### src/verilog/daoc_pkg.sv
/*
 * constants, register map and types for the dual converter output control.
 * assumes a 100 MHz MCLK and a 32-bit AXI4-Lite register port.
 */
`default_nettype none

package daoc_pkg;
    // ------------------------------------------------------------
    // word and bus sizes
    // ------------------------------------------------------------
    localparam int WORD_W = 12;  // converter word width
    localparam int PAIR_W = 2 * WORD_W;  // one sample pair, a over b
    localparam int ADDR_W = 4;  // register address width
    localparam int DATA_W = 32;  // register data width
    localparam int BUF_DEPTH = 2;  // entries of the sample buffer

    // ------------------------------------------------------------
    // register byte addresses
    // ------------------------------------------------------------
    localparam logic [ADDR_W-1:0] CTRL_ADDR = 4'h0;  // control, read/write
    localparam logic [ADDR_W-1:0] STATUS_ADDR = 4'h4;  // status, read only
    localparam logic [ADDR_W-1:0] COUNT_ADDR = 4'h8;  // emitted pairs, read only

    // ------------------------------------------------------------
    // control fields
    // ------------------------------------------------------------
    localparam int CTRL_W = 6;
    localparam int CTRL_DIS_A = 0;  // out_disable_chan_a
    localparam int CTRL_DIS_B = 1;  // out_disable_chan_b
    localparam int CTRL_PD = 2;  // power_down_request
    localparam int CTRL_FMT_LO = 3;  // format_stabilizer_select, two bits
    localparam int CTRL_FMT_HI = 4;
    localparam int CTRL_MUX = 5;  // shared bus mode
    localparam logic [CTRL_W-1:0] CTRL_RESET = 6'h18;  // selector floating

    // ------------------------------------------------------------
    // status fields
    // ------------------------------------------------------------
    localparam int STAT_PD = 0;
    localparam int STAT_RECOVER = 1;
    localparam int STAT_SETTLE = 2;
    localparam int STAT_STAB = 3;
    localparam int STAT_TWOS = 4;

    // ------------------------------------------------------------
    // axi responses
    // ------------------------------------------------------------
    localparam logic [1:0] RESP_OKAY = 2'h0;
    localparam logic [1:0] RESP_SLVERR = 2'h2;

    // ------------------------------------------------------------
    // timing
    // ------------------------------------------------------------
    localparam int CLK_MHZ = 100;  // MCLK rate
    localparam int PD_EXIT_US = 500;  // reference recharge after power-down
    localparam int PD_EXIT_CYCLES = PD_EXIT_US * CLK_MHZ;
    localparam int RECOVER_W = 17;  // counter width for the recharge time
    localparam int FMT_SETTLE_CYCLES = 4;  // MCLK cycles of suspect data after a selector change
    localparam int SETTLE_W = 3;

    // ------------------------------------------------------------
    // types
    // ------------------------------------------------------------
    // four selector levels, in the order of their field value
    typedef enum logic [1:0] {FMT_GROUND, FMT_SUPPLY, FMT_MIDREF, FMT_FLOAT} daoc_fmt_e;
    // output sequencer: a pair, or the pending b half on the shared bus
    typedef enum logic {OST_PAIR, OST_B} daoc_ost_e;
endpackage : daoc_pkg

`default_nettype wire

### src/verilog/daoc_fifo2.sv
/*
 * small valid/ready buffer for sample pairs, with a synchronous flush.
 * assumes one clock and a synchronous active-high reset.
 */
`default_nettype none

module daoc_fifo2 #(
    parameter int WIDTH = 24,
    parameter int DEPTH = 2
) (
    input wire logic clk,
    input wire logic srst,
    input wire logic flush,
    input wire logic in_valid,
    input wire logic [WIDTH-1:0] in_data,
    output logic in_ready,
    output logic out_valid,
    output logic [WIDTH-1:0] out_data,
    input wire logic out_ready
);
    // ------------------------------------------------------------
    // storage and pointers
    // ------------------------------------------------------------
    localparam int AW = (DEPTH > 1) ? $clog2(DEPTH) : 1;
    localparam logic [AW:0] FULL = (AW + 1)'(DEPTH);
    localparam logic [AW-1:0] LAST = AW'(DEPTH - 1);

    logic [WIDTH-1:0] mem_reg [DEPTH];  // entries
    logic [AW-1:0] wr_ptr_reg;  // next write slot
    logic [AW-1:0] rd_ptr_reg;  // oldest entry
    logic [AW:0] count_reg;  // entries held
    logic [AW:0] count_next;
    logic in_ready_reg;  // registered room flag

    wire push = in_valid & in_ready_reg & ~flush;
    wire pop = out_valid & out_ready & ~flush;
    wire [AW-1:0] wr_ptr_inc = (wr_ptr_reg == LAST) ? '0 : wr_ptr_reg + 1'b1;
    wire [AW-1:0] rd_ptr_inc = (rd_ptr_reg == LAST) ? '0 : rd_ptr_reg + 1'b1;

    assign count_next = flush ? '0 : count_reg + (AW + 1)'(push) - (AW + 1)'(pop);
    assign in_ready = in_ready_reg;
    assign out_valid = (count_reg != '0);
    assign out_data = mem_reg[rd_ptr_reg];

    // pointers, fill level and room flag
    always_ff @(posedge clk) begin
        if (srst) begin
            wr_ptr_reg <= '0;
            rd_ptr_reg <= '0;
            count_reg <= '0;
            in_ready_reg <= 1'b1;
        end else begin
            wr_ptr_reg <= flush ? '0 : (push ? wr_ptr_inc : wr_ptr_reg);
            rd_ptr_reg <= flush ? '0 : (pop ? rd_ptr_inc : rd_ptr_reg);
            count_reg <= count_next;
            in_ready_reg <= (count_next != FULL);
        end
    end

    // one write port per entry
    genvar gi;
    generate
        for (gi = 0; gi < DEPTH; gi++) begin : g_entry
            always_ff @(posedge clk) begin
                if (push && wr_ptr_reg == AW'(gi)) begin
                    mem_reg[gi] <= in_data;
                end
            end
        end
    endgenerate
endmodule : daoc_fifo2

`default_nettype wire

### src/verilog/daoc_top.sv
/*
 * digital output control of a dual 12-bit converter: output enables,
 * power-down, format/stabilizer selector, separate or shared output bus,
 * with control and status over an AXI4-Lite slave.
 * assumes converter words arrive as offset-binary pairs on a valid/ready
 * stream in the MCLK domain, and the pads resolve data from data and enable.
 */
`default_nettype none

module daoc_top #(
    parameter int PD_EXIT_CYCLES = daoc_pkg::PD_EXIT_CYCLES
) (
    input wire logic MCLK,
    input wire logic SRST,
    // axi4-lite register port
    input wire logic AWVALID,
    output logic AWREADY,
    input wire logic [daoc_pkg::ADDR_W-1:0] AWADDR,
    input wire logic WVALID,
    output logic WREADY,
    input wire logic [daoc_pkg::DATA_W-1:0] WDATA,
    input wire logic [3:0] WSTRB,
    output logic BVALID,
    input wire logic BREADY,
    output logic [1:0] BRESP,
    input wire logic ARVALID,
    output logic ARREADY,
    input wire logic [daoc_pkg::ADDR_W-1:0] ARADDR,
    output logic RVALID,
    input wire logic RREADY,
    output logic [daoc_pkg::DATA_W-1:0] RDATA,
    output logic [1:0] RRESP,
    // converter core sample stream
    input wire logic SAMPLE_VALID,
    output logic SAMPLE_READY,
    input wire logic [daoc_pkg::WORD_W-1:0] SAMPLE_A,
    input wire logic [daoc_pkg::WORD_W-1:0] SAMPLE_B,
    // output pins
    output logic [daoc_pkg::WORD_W-1:0] CHAN_A_SHARED_BUS,
    output logic CHAN_A_OE,
    output logic [daoc_pkg::WORD_W-1:0] CHAN_B_BUS,
    output logic CHAN_B_OE,
    // analog side controls and receiver hint
    output logic POWER_DOWN,
    output logic STABILIZER_ON,
    output logic DATA_SUSPECT
);
    // ------------------------------------------------------------
    // control register and its fields
    // ------------------------------------------------------------
    logic [daoc_pkg::CTRL_W-1:0] ctrl_reg;  // software control
    logic [daoc_pkg::CTRL_W-1:0] ctrl_next;  // after a write
    wire out_disable_chan_a = ctrl_reg[daoc_pkg::CTRL_DIS_A];
    wire out_disable_chan_b = ctrl_reg[daoc_pkg::CTRL_DIS_B];
    wire power_down_request = ctrl_reg[daoc_pkg::CTRL_PD];
    wire mux_mode = ctrl_reg[daoc_pkg::CTRL_MUX];
    wire [1:0] fmt_field = ctrl_reg[daoc_pkg::CTRL_FMT_HI:daoc_pkg::CTRL_FMT_LO];
    daoc_pkg::daoc_fmt_e format_stabilizer_select;

    // ------------------------------------------------------------
    // selector decode
    // ------------------------------------------------------------
    assign format_stabilizer_select = daoc_pkg::daoc_fmt_e'(fmt_field);
    // two's complement for ground and mid-reference levels
    wire twos_mode = (format_stabilizer_select == daoc_pkg::FMT_GROUND)
        | (format_stabilizer_select == daoc_pkg::FMT_MIDREF);
    // stabilizer for supply and ground levels
    wire stab_mode = (format_stabilizer_select == daoc_pkg::FMT_SUPPLY)
        | (format_stabilizer_select == daoc_pkg::FMT_GROUND);

    // ------------------------------------------------------------
    // recovery and settle counters
    // ------------------------------------------------------------
    logic [daoc_pkg::RECOVER_W-1:0] recover_cnt_reg;  // recharge time left
    logic [daoc_pkg::SETTLE_W-1:0] settle_cnt_reg;  // selector settle left
    wire recovering = (recover_cnt_reg != '0);
    wire settling = (settle_cnt_reg != '0);

    // ------------------------------------------------------------
    // axi write path
    // ------------------------------------------------------------
    logic awready_reg;  // address slot free
    logic wready_reg;  // data slot free
    logic bvalid_reg;  // write answer pending
    logic [1:0] bresp_reg;
    logic [daoc_pkg::ADDR_W-1:0] waddr_reg;  // held write address
    logic [daoc_pkg::DATA_W-1:0] wdata_reg;  // held write data
    logic [3:0] wstrb_reg;  // held byte enables
    wire aw_take = AWVALID & awready_reg;
    wire w_take = WVALID & wready_reg;
    // both halves held, no answer outstanding
    wire wr_do = ~awready_reg & ~wready_reg & ~bvalid_reg;
    wire wr_ctrl = wr_do & (waddr_reg == daoc_pkg::CTRL_ADDR);
    wire wr_known = wr_ctrl | (waddr_reg == daoc_pkg::STATUS_ADDR)
        | (waddr_reg == daoc_pkg::COUNT_ADDR);
    wire fmt_changed = wr_ctrl && wstrb_reg[0]
        && (ctrl_next[daoc_pkg::CTRL_FMT_HI:daoc_pkg::CTRL_FMT_LO] != fmt_field);

    assign ctrl_next = wstrb_reg[0] ? wdata_reg[daoc_pkg::CTRL_W-1:0] : ctrl_reg;

    // address/data capture in either order, then one answer
    always_ff @(posedge MCLK) begin
        if (SRST) begin
            awready_reg <= 1'b1;
            wready_reg <= 1'b1;
            bvalid_reg <= 1'b0;
            bresp_reg <= daoc_pkg::RESP_OKAY;
            waddr_reg <= '0;
            wdata_reg <= '0;
            wstrb_reg <= '0;
        end else begin
            if (aw_take) begin
                awready_reg <= 1'b0;
                waddr_reg <= AWADDR;
            end
            if (w_take) begin
                wready_reg <= 1'b0;
                wdata_reg <= WDATA;
                wstrb_reg <= WSTRB;
            end
            if (wr_do) begin
                // unmapped address answers slverr
                bvalid_reg <= 1'b1;
                bresp_reg <= wr_known ? daoc_pkg::RESP_OKAY : daoc_pkg::RESP_SLVERR;
            end else if (bvalid_reg && BREADY) begin
                bvalid_reg <= 1'b0;
                awready_reg <= 1'b1;
                wready_reg <= 1'b1;
            end
        end
    end

    // control register update
    always_ff @(posedge MCLK) begin
        if (SRST) begin
            ctrl_reg <= daoc_pkg::CTRL_RESET;
        end else if (wr_ctrl) begin
            ctrl_reg <= ctrl_next;
        end
    end

    // ------------------------------------------------------------
    // axi read path
    // ------------------------------------------------------------
    logic arready_reg;
    logic rvalid_reg;
    logic [daoc_pkg::DATA_W-1:0] rdata_reg;
    logic [1:0] rresp_reg;
    logic [daoc_pkg::DATA_W-1:0] pair_count_reg;  // pairs sent to the pins
    wire ar_take = ARVALID & arready_reg;
    wire [daoc_pkg::DATA_W-1:0] status_word = {
        {(daoc_pkg::DATA_W - 5){1'b0}}, twos_mode, stab_mode,
        settling, recovering, power_down_request};
    wire rd_ctrl = (ARADDR == daoc_pkg::CTRL_ADDR);
    wire rd_stat = (ARADDR == daoc_pkg::STATUS_ADDR);
    wire rd_cnt = (ARADDR == daoc_pkg::COUNT_ADDR);
    wire [daoc_pkg::DATA_W-1:0] rd_word =
        rd_ctrl ? {{(daoc_pkg::DATA_W - daoc_pkg::CTRL_W){1'b0}}, ctrl_reg} :
        rd_stat ? status_word :
        rd_cnt ? pair_count_reg : '0;

    // one read at a time, answered the cycle after the address
    always_ff @(posedge MCLK) begin
        if (SRST) begin
            arready_reg <= 1'b1;
            rvalid_reg <= 1'b0;
            rdata_reg <= '0;
            rresp_reg <= daoc_pkg::RESP_OKAY;
        end else if (ar_take) begin
            arready_reg <= 1'b0;
            rvalid_reg <= 1'b1;
            rdata_reg <= rd_word;
            rresp_reg <= (rd_ctrl | rd_stat | rd_cnt) ?
                daoc_pkg::RESP_OKAY : daoc_pkg::RESP_SLVERR;
        end else if (rvalid_reg && RREADY) begin
            rvalid_reg <= 1'b0;
            arready_reg <= 1'b1;
        end
    end

    // ------------------------------------------------------------
    // sample buffer
    // ------------------------------------------------------------
    logic buf_valid;
    logic [daoc_pkg::PAIR_W-1:0] buf_data;
    logic buf_ready;
    daoc_pkg::daoc_ost_e ost_reg;  // output sequencer
    logic [daoc_pkg::WORD_W-1:0] held_b_reg;  // b word waiting for the shared bus

    // drained independently of the output enables
    assign buf_ready = (ost_reg == daoc_pkg::OST_PAIR) & ~power_down_request;
    wire pop = buf_valid & buf_ready;
    wire [daoc_pkg::WORD_W-1:0] raw_a = buf_data[daoc_pkg::PAIR_W-1:daoc_pkg::WORD_W];
    wire [daoc_pkg::WORD_W-1:0] raw_b = buf_data[daoc_pkg::WORD_W-1:0];
    // two's complement is offset binary with the top bit flipped
    wire [daoc_pkg::WORD_W-1:0] fmt_a = {raw_a[daoc_pkg::WORD_W-1] ^ twos_mode,
        raw_a[daoc_pkg::WORD_W-2:0]};
    wire [daoc_pkg::WORD_W-1:0] fmt_b = {raw_b[daoc_pkg::WORD_W-1] ^ twos_mode,
        raw_b[daoc_pkg::WORD_W-2:0]};
    // indicator high sits on bit 0 of bus b
    wire [daoc_pkg::WORD_W-1:0] ind_a = {{(daoc_pkg::WORD_W - 1){1'b0}}, 1'b1};

    // power-down flushes the pipeline and drops arriving samples
    daoc_fifo2 #(
        .WIDTH(daoc_pkg::PAIR_W),
        .DEPTH(daoc_pkg::BUF_DEPTH)
    ) u_buf (
        .clk(MCLK),
        .srst(SRST),
        .flush(power_down_request),
        .in_valid(SAMPLE_VALID),
        .in_data({SAMPLE_A, SAMPLE_B}),
        .in_ready(SAMPLE_READY),
        .out_valid(buf_valid),
        .out_data(buf_data),
        .out_ready(buf_ready)
    );

    // ------------------------------------------------------------
    // output stage
    // ------------------------------------------------------------
    logic [daoc_pkg::WORD_W-1:0] bus_a_reg;  // bus a pins
    logic [daoc_pkg::WORD_W-1:0] bus_b_reg;  // bus b pins, indicator on bit 0
    logic oe_a_reg;
    logic oe_b_reg;

    // words and indicator change on the same edge
    always_ff @(posedge MCLK) begin
        if (SRST) begin
            bus_a_reg <= '0;
            bus_b_reg <= '0;
            held_b_reg <= '0;
            ost_reg <= daoc_pkg::OST_PAIR;
        end else if (power_down_request) begin
            // pins carry zeros, pending half discarded
            bus_a_reg <= '0;
            bus_b_reg <= '0;
            ost_reg <= daoc_pkg::OST_PAIR;
        end else begin
            case (ost_reg)
                daoc_pkg::OST_PAIR: begin
                    if (pop && mux_mode) begin
                        // a word first, indicator high
                        bus_a_reg <= fmt_a;
                        bus_b_reg <= ind_a;
                        held_b_reg <= fmt_b;
                        ost_reg <= daoc_pkg::OST_B;
                    end else if (pop) begin
                        // each channel on its own bus
                        bus_a_reg <= fmt_a;
                        bus_b_reg <= fmt_b;
                    end
                end
                daoc_pkg::OST_B: begin
                    // b word second, indicator low
                    bus_a_reg <= held_b_reg;
                    bus_b_reg <= '0;
                    ost_reg <= daoc_pkg::OST_PAIR;
                end
                default: begin
                    ost_reg <= daoc_pkg::OST_PAIR;
                end
            endcase
        end
    end

    // pin enables follow the disable bits only
    always_ff @(posedge MCLK) begin
        if (SRST) begin
            oe_a_reg <= 1'b0;
            oe_b_reg <= 1'b0;
        end else begin
            oe_a_reg <= ~out_disable_chan_a;
            oe_b_reg <= ~out_disable_chan_b;
        end
    end

    // pairs delivered, for software monitoring
    always_ff @(posedge MCLK) begin
        if (SRST) begin
            pair_count_reg <= '0;
        end else if (pop) begin
            pair_count_reg <= pair_count_reg + 1'b1;
        end
    end

    // ------------------------------------------------------------
    // power and selector side effects
    // ------------------------------------------------------------
    logic pd_reg;
    logic stab_reg;
    logic suspect_reg;

    // recharge time reloads while powered down, runs out after
    always_ff @(posedge MCLK) begin
        if (SRST) begin
            recover_cnt_reg <= '0;
        end else if (power_down_request) begin
            recover_cnt_reg <= daoc_pkg::RECOVER_W'(PD_EXIT_CYCLES);
        end else if (recovering) begin
            recover_cnt_reg <= recover_cnt_reg - 1'b1;
        end
    end

    // selector change marks a few words untrustworthy
    always_ff @(posedge MCLK) begin
        if (SRST) begin
            settle_cnt_reg <= '0;
        end else if (fmt_changed) begin
            settle_cnt_reg <= daoc_pkg::SETTLE_W'(daoc_pkg::FMT_SETTLE_CYCLES);
        end else if (settling) begin
            settle_cnt_reg <= settle_cnt_reg - 1'b1;
        end
    end

    // analog controls and receiver hint
    always_ff @(posedge MCLK) begin
        if (SRST) begin
            pd_reg <= 1'b0;
            stab_reg <= 1'b0;
            suspect_reg <= 1'b0;
        end else begin
            pd_reg <= power_down_request;
            stab_reg <= stab_mode;
            suspect_reg <= power_down_request | recovering | settling;
        end
    end

    // ------------------------------------------------------------
    // output connections
    // ------------------------------------------------------------
    assign AWREADY = awready_reg;
    assign WREADY = wready_reg;
    assign BVALID = bvalid_reg;
    assign BRESP = bresp_reg;
    assign ARREADY = arready_reg;
    assign RVALID = rvalid_reg;
    assign RDATA = rdata_reg;
    assign RRESP = rresp_reg;
    assign CHAN_A_SHARED_BUS = bus_a_reg;
    assign CHAN_B_BUS = bus_b_reg;
    assign CHAN_A_OE = oe_a_reg;
    assign CHAN_B_OE = oe_b_reg;
    assign POWER_DOWN = pd_reg;
    assign STABILIZER_ON = stab_reg;
    assign DATA_SUSPECT = suspect_reg;
endmodule : daoc_top

`default_nettype wire

### config.mk
export PLATFORM = sky130hd
export DESIGN_NAME = daoc_top
export DESIGN_NICKNAME = d
export VERILOG_FILES = /design/src/verilog/daoc_pkg.sv /design/src/verilog/daoc_fifo2.sv /design/src/verilog/daoc_top.sv
export SDC_FILE = /design/constraint.sdc
export NUM_CORES = 1
export LEC_CHECK = 0
export BUFFER_PORTS_ARGS = -buffer_cell sky130_fd_sc_hd__buf_2
export CAP_MARGIN = 0
export CORE_UTILIZATION = 60
export DETAILED_ROUTE_END_ITERATION = 7
export GPL_ROUTABILITY_DRIVEN = 0
export HOLD_SLACK_MARGIN = 0.03
export PLACE_DENSITY = 0.85
export REMOVE_ABC_BUFFERS = 1
export SLEW_MARGIN = 20
export SYNTH_ARGS = -nofsm -noshare
export SYNTH_HDL_FRONTEND = slang
export SYNTH_SLANG_ARGS = --single-unit
### constraint.sdc
create_clock -name MCLK -period 9.2 [get_ports MCLK]
set_clock_uncertainty 0.05 [all_clocks]
set_input_delay 2.3 -clock MCLK [delete_from_list [all_inputs] [get_ports MCLK]]
set_output_delay 2.3 -clock MCLK [all_outputs]
set_load 0.1 [all_outputs]
==> run summary, run 1 <==
The post-synthesis cell type count came out at 61. The signal on the critical path passes through buf_2. Power spread over the standard cell area amounts to 295 nW/um^2. The dominant synthesized flop cell is sky130_fd_sc_hd__dfxtp_1. The worst setup path is launched from a flip-flop. The startpoint-to-endpoint class of the critical path is flip-flop to primary output. The CTS tree is yes. Detailed placement finished with a half-perimeter wire length of 11200 um. The number of hold buffers added after CTS came out at 0. The relative max-transition margin came out at 0.333. The diode insertion count for antenna repair came out at 0. The floorplan step defined a die boundary enclosing 14200 um^2. The die boundary height is 119 um.

The post-CTS clock slew at the launch and capture registers of the worst setup and hold paths came out at 0.06 ns. In this run the count of I/O pins placed on the die edge is 147. The cell leakage power came out at 3.68 nW. The net switching share of the total power is 0.378. The run finished with clean final reports. Summed over all layers, the global routing overflow is 0. The via density per instance came out at 5.89. In the global route stage, overall resource usage came out at 0.253. Yosys mapped a number of flops with a built-in enable equal to 48.

The maximum VDD drop came out at 248 uV. The hold violation count in the final report came to 0. Static timing analysis puts the maximum clock frequency at 260 MHz. The final count of negative-setup-slack endpoints came out at 0. The data required time of the worst path is 6.85 ns.

The top cell types in the final layout, fill and taps aside, are sky130_fd_sc_hd__dfxtp_1, sky130_fd_sc_hd__buf_2, sky130_fd_sc_hd__a21oi_1. The combinational cell fraction of total power came out at 0.321. STA classifies the critical path endpoint as a primary output. Along the worst path, the maximum fanout reaches 11. The largest individual stage delay along the critical path comes from the cell sky130_fd_sc_hd__dfxtp_1. The number of global-route vias before repair is 6271. The number of buffers inserted during clock tree synthesis is 21.

The number of flip-flops in the largest register is 48. After routing, the total negative slack on setup checks comes to 0 ns. The number of nets in the layout is 1008. In this run the clock root is driven by a sky130_fd_sc_hd__clkbuf_16. The sequential power share is 0.394. The average wire length per cell after detail routing came out at 15.9 um. The area of the multi-input gates is 3440 um^2.

The total setup buffers inserted after CTS is 0. The flip-flop and latch count after synthesis is 204. The setup slack of the most critical reg-to-reg path came out at 6.17 ns. The maximum number of pins on one net before global-route repair came out at 102. The max-capacitance violation count is 0.

The analysis attributes to net switching a power of 0.00107 W. The filler cells instantiated in the layout total 1013. Before antenna repair, the detailed router went through 5 iterations.

The commonest non-fill, non-tap cell in the layout is sky130_fd_sc_hd__dfxtp_1. The width of the die came out at 119 um. The class of the worst hold path is flip-flop to flip-flop. The clock network latency to the later pin of the worst-skew pair is 0.49 ns.

The number of slew-limit violations in the final report is 0. The first global-routing pass estimated 29600 um of wire. The number of clock sinks came out at 204. The maximum number of buffers from clock root to sink is 3. In the final layout, the share of cells above drive strength 1 is 0.185. The cell count after synthesis came out at 830. The sum of buffers and inverters on the critical path came out at 1. The actual transition at the worst max-transition pin is 1.00 ns. The arrival time reported for the critical path endpoint came out at 1.50 ns. The number of port buffers is 115. Setup repair after global routing left no endpoint under its margin. The sequential cells in the finished layout cover a total of 4560 um^2. Post-CTS repair changed the size of 0 cells. The netlist area before placement is 8250 um^2. The delay contributed by the slowest stage of the critical path came out at 0.52 ns. After detailed routing, the number of remaining DRC violations is 0. The cell family contributing the most delay on the critical path is flip-flops. The total number of placement rows came out at 42.

Of the post-synthesis cell area, the dominant cell type holds 0.378. The cell-internal power came out at 0.00176 W. The average instance area after synthesis came out at 9.94 um^2. Yosys attributes the largest share of cell area to sky130_fd_sc_hd__dfxtp_1, sky130_fd_sc_hd__edfxtp_1, sky130_fd_sc_hd__a21oi_1.

Relative to the synthesized area, the layout overhead comes to 16.3%. The number of DRC markers after the initial detailed-route iteration is 490. The starting utilization of the core area came out at 0.618.

sky130_fd_sc_hd__dfxtp_1 takes more of the synthesized area than any other cell. The area inside the core boundary came out at 13300 um^2. The total number of yosys warnings is 0. The number of nets with antenna violations after routing is 0. The initial antenna violation count is 0. The via count came out at 6562. The utilization of the core after routing is 0.719. The routed wire length came out at 17700 um. The fraction of the yosys area taken by sequential cells is 0.553. Of the total power, the clock network draws 0.285. The number of H-tree branching levels is 1.

The smallest clock period supported by the final layout is computed as 3.85 ns. In the synthesized netlist the async set-or-reset flop fraction comes to 0. Of the available clock period, the critical path in the final layout requires 0.419.
## final timing paths
| check | start | end | depth (start not counted) |
|---|---|---|---|
| worst min-delay path | RDATA[4] | RDATA[4] | 2 |
| worst max-delay path | WREADY | WREADY | 1 |
| worst min register to register | RDATA[4] | RDATA[4] | 2 |
| worst max register to register | ctrl_reg[2] | u_buf.in_ready | 9 |
## cell usage after synthesis (all sizes together) (2+ instances only)
cell type	number
or3	13
or4	17
buf	14
nor2	72
a211oi	15
o31ai	16
nand4	14
nand2b	6
ha	7
nand3	48
a2bb2oi	10
nor4	14
and4	7
o21bai	2
o311ai	2
clkbuf	39
a21o	2
a22o	4
a222oi	6
inv	16
xnor2	7
a211o	3
edfxtp	48
nor4b	2
xor2	9
o21ai	14
o211ai	9
a31oi	3
a21oi	85
a311oi	2
nor3	15
dfxtp	156
mux2i	24
and2	5
nand2	80
mux2	15
or2	2
nor2b	12
and3	6
## logic make-up (layout without fill, tap and decap cells)
logic type	after synthesis	in the layout	share of synthesized area
and+or+nand+nor	318	318	0.198
DFF	204	204	0.553
AOI/OAI and AO/OA	176	176	0.138
buffers and inverters	69	177	0.0334
muxes	39	39	0.0496
xor gates and xnor gates	16	16	0.0170
adders and majority gates	7	7	0.0106
other	1	2	0.000454
## power groups by stage
stage / clock network (W) / logic, W / registers, W
floorplan: 0 / 0.000416 / 0.00143
global placement: 0 / 0.000883 / 0.00113
detailed placement: 0 / 0.000903 / 0.00113
CTS: 0.000818 / 0.000912 / 0.00111
global route: 0.000854 / 0.000980 / 0.00113
finish: 0.000807 / 0.000911 / 0.00112
## through the flow
stage	hold WS, ns	setup WS [ns]	cell area (um^2)	power (W)	instances
finish	0.398	5.35	9600	0.00283	1115
global route	0.420	5.29	9600	0.00296	1115
CTS	0.399	5.33	9590	0.00284	1115
detailed placement	0.390	5.18	8930	0.00203	1078
global placement	0.387	5.23	8930	0.00201	1078
floorplan	0.354	4.65	8040	0.00185	778
## layout make-up
type / count / area share
Timing Repair Buffer: 124 / 0.0673
Multi-Input combinational cell: 558 / 0.358
Clock buffer: 31 / 0.0660
Sequential cell: 204 / 0.476
Tap cell: 176 / 0.0229
Clock inverter: 6 / 0.00352
Inverter: 16 / 0.00626
## metal layers
layer / GRT usage / wire [um]
met3: 0.0383 / 942
met2: 0.428 / 8610
met5: 0 / 0
met1: 0.331 / 7710
met4: 0.0839 / 433
No activity file was read; power rests on OpenSTA's default activity.
==> inputs of run 2 (changes only) <==
--- a/config.mk
+++ b/config.mk
@@ -7,11 +7,11 @@
 export LEC_CHECK = 0
 export BUFFER_PORTS_ARGS = -buffer_cell sky130_fd_sc_hd__buf_2
 export CAP_MARGIN = 0
-export CORE_UTILIZATION = 60
+export CORE_UTILIZATION = 56
 export DETAILED_ROUTE_END_ITERATION = 7
 export GPL_ROUTABILITY_DRIVEN = 0
 export HOLD_SLACK_MARGIN = 0.03
-export PLACE_DENSITY = 0.85
+export PLACE_DENSITY = 0.8
 export REMOVE_ABC_BUFFERS = 1
 export SLEW_MARGIN = 20
 export SYNTH_ARGS = -nofsm -noshare
==> constraint.sdc (replaced) <==
create_clock -name MCLK -period 3.8 [get_ports MCLK]
set_clock_uncertainty 0.05 [all_clocks]
set_input_delay 0.95 -clock MCLK [delete_from_list [all_inputs] [get_ports MCLK]]
set_output_delay 0.95 -clock MCLK [all_outputs]
set_load 0.1 [all_outputs]
==> run 2 against run 1 <==
Against the previous run:
- core utilization decreased by 4.4 points
- hold slack got worse by 0.0021 ns
- largest cell class unchanged
- register-to-register slack got worse by 5.0 ns
- largest power group unchanged
- final cell count increased by 0.54%
- sequential power increased by 140%
==> run summary, run 2 (same netlist as run 1, synthesis figures left out) <==
In this run the critical register-to-register path is captured at u_buf.in_ready. The number of H-tree branching levels came to 1 (unchanged). The worst hold path begins at RDATA[17]. The die boundary height is 123 um (+3.4%). The critical path goes through o21bai_1, nor2_1, ha_1, inv_1, ha_1, xor2_1, nor2_1, nor3_1, o21ai_1.

The routed wire length came out at 17300 um (-2.3%). The sequential power share came out at 0.404 (+0.010). The die outline area came out at 15200 um^2 (+7.0%).

The number of hold buffers added after CTS was 0 (unchanged). The utilization of the core after routing is 0.675 (-0.0444). The number of slew-limit violations in the final report is 0 (unchanged).

STA classifies the critical path startpoint as a flip-flop. The sum of buffers and inverters on the critical path is 1 (unchanged). In this run the clock root is driven by a sky130_fd_sc_hd__clkbuf_16. The number of DRC markers after the initial detailed-route iteration came to 378 (-23%). The number of nets in the layout is 1011 (+0.30%). The maximum number of buffers from clock root to sink is 3 (unchanged). The power share of the clock group came out at 0.269 (-0.016).

The hold violation count in the final report came out at 0 (unchanged). The slowest stage of the critical path is the sky130_fd_sc_hd__nor2_1 cell. The power per unit of standard cell area is 701 nW/um^2 (+140%).

The setup total negative slack came to 0 ns (unchanged). The arrival time reported for the critical path endpoint was 2.94 ns (+1.44 ns). The number of buffers inserted during clock tree synthesis is 21 (unchanged). The worst path in the final design needs a cycle of 2.62 ns, including I/O delays and setup. The switching power total was 0.00254 W (+140%).

The cell leakage power is 3.64 nW (-1.0%). The maximum number of pins on one net before global-route repair came out at 53 (-48%). The post-route cell area came out at 9540 um^2 (-0.53%). The area overhead of the layout relative to synthesis came out at 15.6%. The setup slack of the most critical reg-to-reg path came out at 1.18 ns (-4.99 ns). The number of iterations in the first detailed-routing pass came out at 5 (unchanged).

The post-CTS clock slew at the launch and capture registers of the worst setup and hold paths came to 0.06 ns (about the same). The library cell used most frequently in the layout, excluding fill and tap cells, is sky130_fd_sc_hd__dfxtp_1. The final count of negative-setup-slack endpoints came to 0 (unchanged). The number of clock sinks is 204 (unchanged).

The share of cells above drive strength 1 is 0.176 (-0.00890). TritonCTS built the clock tree. The wire length of the first global-routing pass was 28000 um (-5.6%). In the layout the commonest cells are sky130_fd_sc_hd__dfxtp_1, sky130_fd_sc_hd__buf_2, sky130_fd_sc_hd__a21oi_1. The initial antenna violation count came out at 0 (unchanged). The total number of placement rows came out at 43 (+2.4%). The total setup buffers inserted after CTS came out at 0 (unchanged). The max-capacitance violation count was 0 (unchanged).

The half-perimeter wire length after detailed placement came out at 11400 um (+1.4%). The via count is 6498 (-0.98%). In this design, the largest share of critical-path delay is due to simple AND/OR/NAND/NOR gates. The worst setup path is of the flip-flop to flip-flop kind. The highest fanout seen on the critical path came out at 11 (unchanged).

The number of global-route vias before repair is 5940 (-5.3%). The average wire length per cell after detail routing is 15.4 um (-2.8%). The path class of the tightest hold or removal check is flip-flop to flip-flop. The share of the cycle needed by the critical path after routing is 0.689. The area inside the core boundary is 14100 um^2 (+6.0%). The cell-internal power is 0.00415 W (+140%). The number of port buffers is 115 (unchanged). The diode insertion count for antenna repair came to 0 (unchanged). The worst setup path is captured at a flip-flop. The number of nets with antenna violations after routing is 0 (unchanged). The global-route total usage across every layer came out at 0.229 (-0.0234). The total placed instance area is 8950 um^2 (+0.31%). The data required time of the worst path came to 4.12 ns (-2.73 ns). The net switching share of the total power is 0.380 (+0.00239). The via density per instance is 5.80 (-1.5%). The worst hold path terminates at RDATA[17].

The number of flip-flops in the largest register was 48 (unchanged). The worst-case reg-to-reg path depth came to 9 (unchanged). The width of the die is 123 um (+3.4%). The number of stages on the worst hold path came out at 2 (unchanged). The actual transition at the worst max-transition pin was 0.953 ns (-0.0474 ns). The post-cts resize count is 0 (unchanged). The startpoint identified for the worst register-to-register timing path is ctrl_reg[2].

The total congestion overflow came out at 0 (unchanged). The starting utilization of the core area came out at 0.583 (-0.0350). The relative max-transition margin came out at 0.363 (+0.0293). The delay contributed by the slowest stage of the critical path is 0.77 ns (+0.25 ns). The post-detailed-route DRC marker count was 0 (unchanged).

The clock network latency to the later pin of the worst-skew pair was 0.50 ns (about the same). Setup repair after global routing left no endpoint under its margin. The maximum clock rate came out at 382 MHz. The count of pins on the block boundary came to 147 (unchanged). The flow ran to the end, and the final reports show no timing, DRC or antenna violations.

The combinational cell fraction of total power is 0.327 (+0.006). The maximum VDD drop is 738 uV (+200%).
-- run 2: changes by cell type in the layout (fill, tap and decap cells not counted), sizes merged --
cell,before,now
clkinv,5,3
clkbuf,31,32
buf,124,127
-- run 2: final cells by class --
type,count,area [um^2]
Sequential cell,204,4560
Clock inverter,4,21.3
Multi-Input combinational cell,558,3440
Tap cell,180,225
Fill cell,1135,4610
Inverter,16,60.1
Timing Repair Buffer,127,668
Clock buffer,32,567
-- run 2: per-stage QoR --
step	std cells	hold WS (ns)	setup slack [ns]	total power, W
after CTS	1121	0.398	1.15	0.00674
after floorplan	778	0.354	0.527	0.00447
final	1121	0.395	1.18	0.00669
after global placement	1085	0.386	1.21	0.00488
after global routing	1121	0.422	0.998	0.00702
after detailed placement	1085	0.390	1.20	0.00493
-- run 2: worst register-to-register path, delay by kind of cell (launching register included) --
kind                     cells  cell delay (ns)
AO/OA/AOI/OAI                2             0.35
AND/OR/NAND/NOR              3             1.03
XOR/XNOR                     1             0.17
flip-flops                   1             0.31
adder cells (fa/ha/maj)      2             0.52
buffers and inverters        1             0.06
-- run 2: metal layers --
metal / track usage / wire, um
met5: 0 / 0
met4: 0.0602 / 276
met3: 0.0447 / 970
met2: 0.389 / 8310
met1: 0.299 / 7720
-- run 2: power groups by stage --
| stage | sequential (W) | clock, W | combinational [W] |
|---|---|---|---|
| after global routing | 0.00274 | 0.00193 | 0.00236 |
| after detailed placement | 0.00274 | 0 | 0.00219 |
| final | 0.00270 | 0.00180 | 0.00219 |
| after CTS | 0.00270 | 0.00184 | 0.00220 |
| after floorplan | 0.00346 | 0 | 0.00101 |
| after global placement | 0.00273 | 0 | 0.00215 |
-- run 2: worst max path at each step --
stage                     endpoint  depth (start not counted)                from  slack, ns
4_1_cts             u_buf.in_ready                          9         ctrl_reg[2]       1.15
3_3_place_gp        u_buf.in_ready                          9         ctrl_reg[2]       1.21
2_1_floorplan  u_buf.mem_reg[0][0]                          2      u_buf.in_ready       0.53
3_5_place_dp        u_buf.in_ready                          9         ctrl_reg[2]       1.20
5_1_grt             u_buf.in_ready                          9  u_buf.count_reg[1]        1.0
6_report            u_buf.in_ready                          9         ctrl_reg[2]       1.18
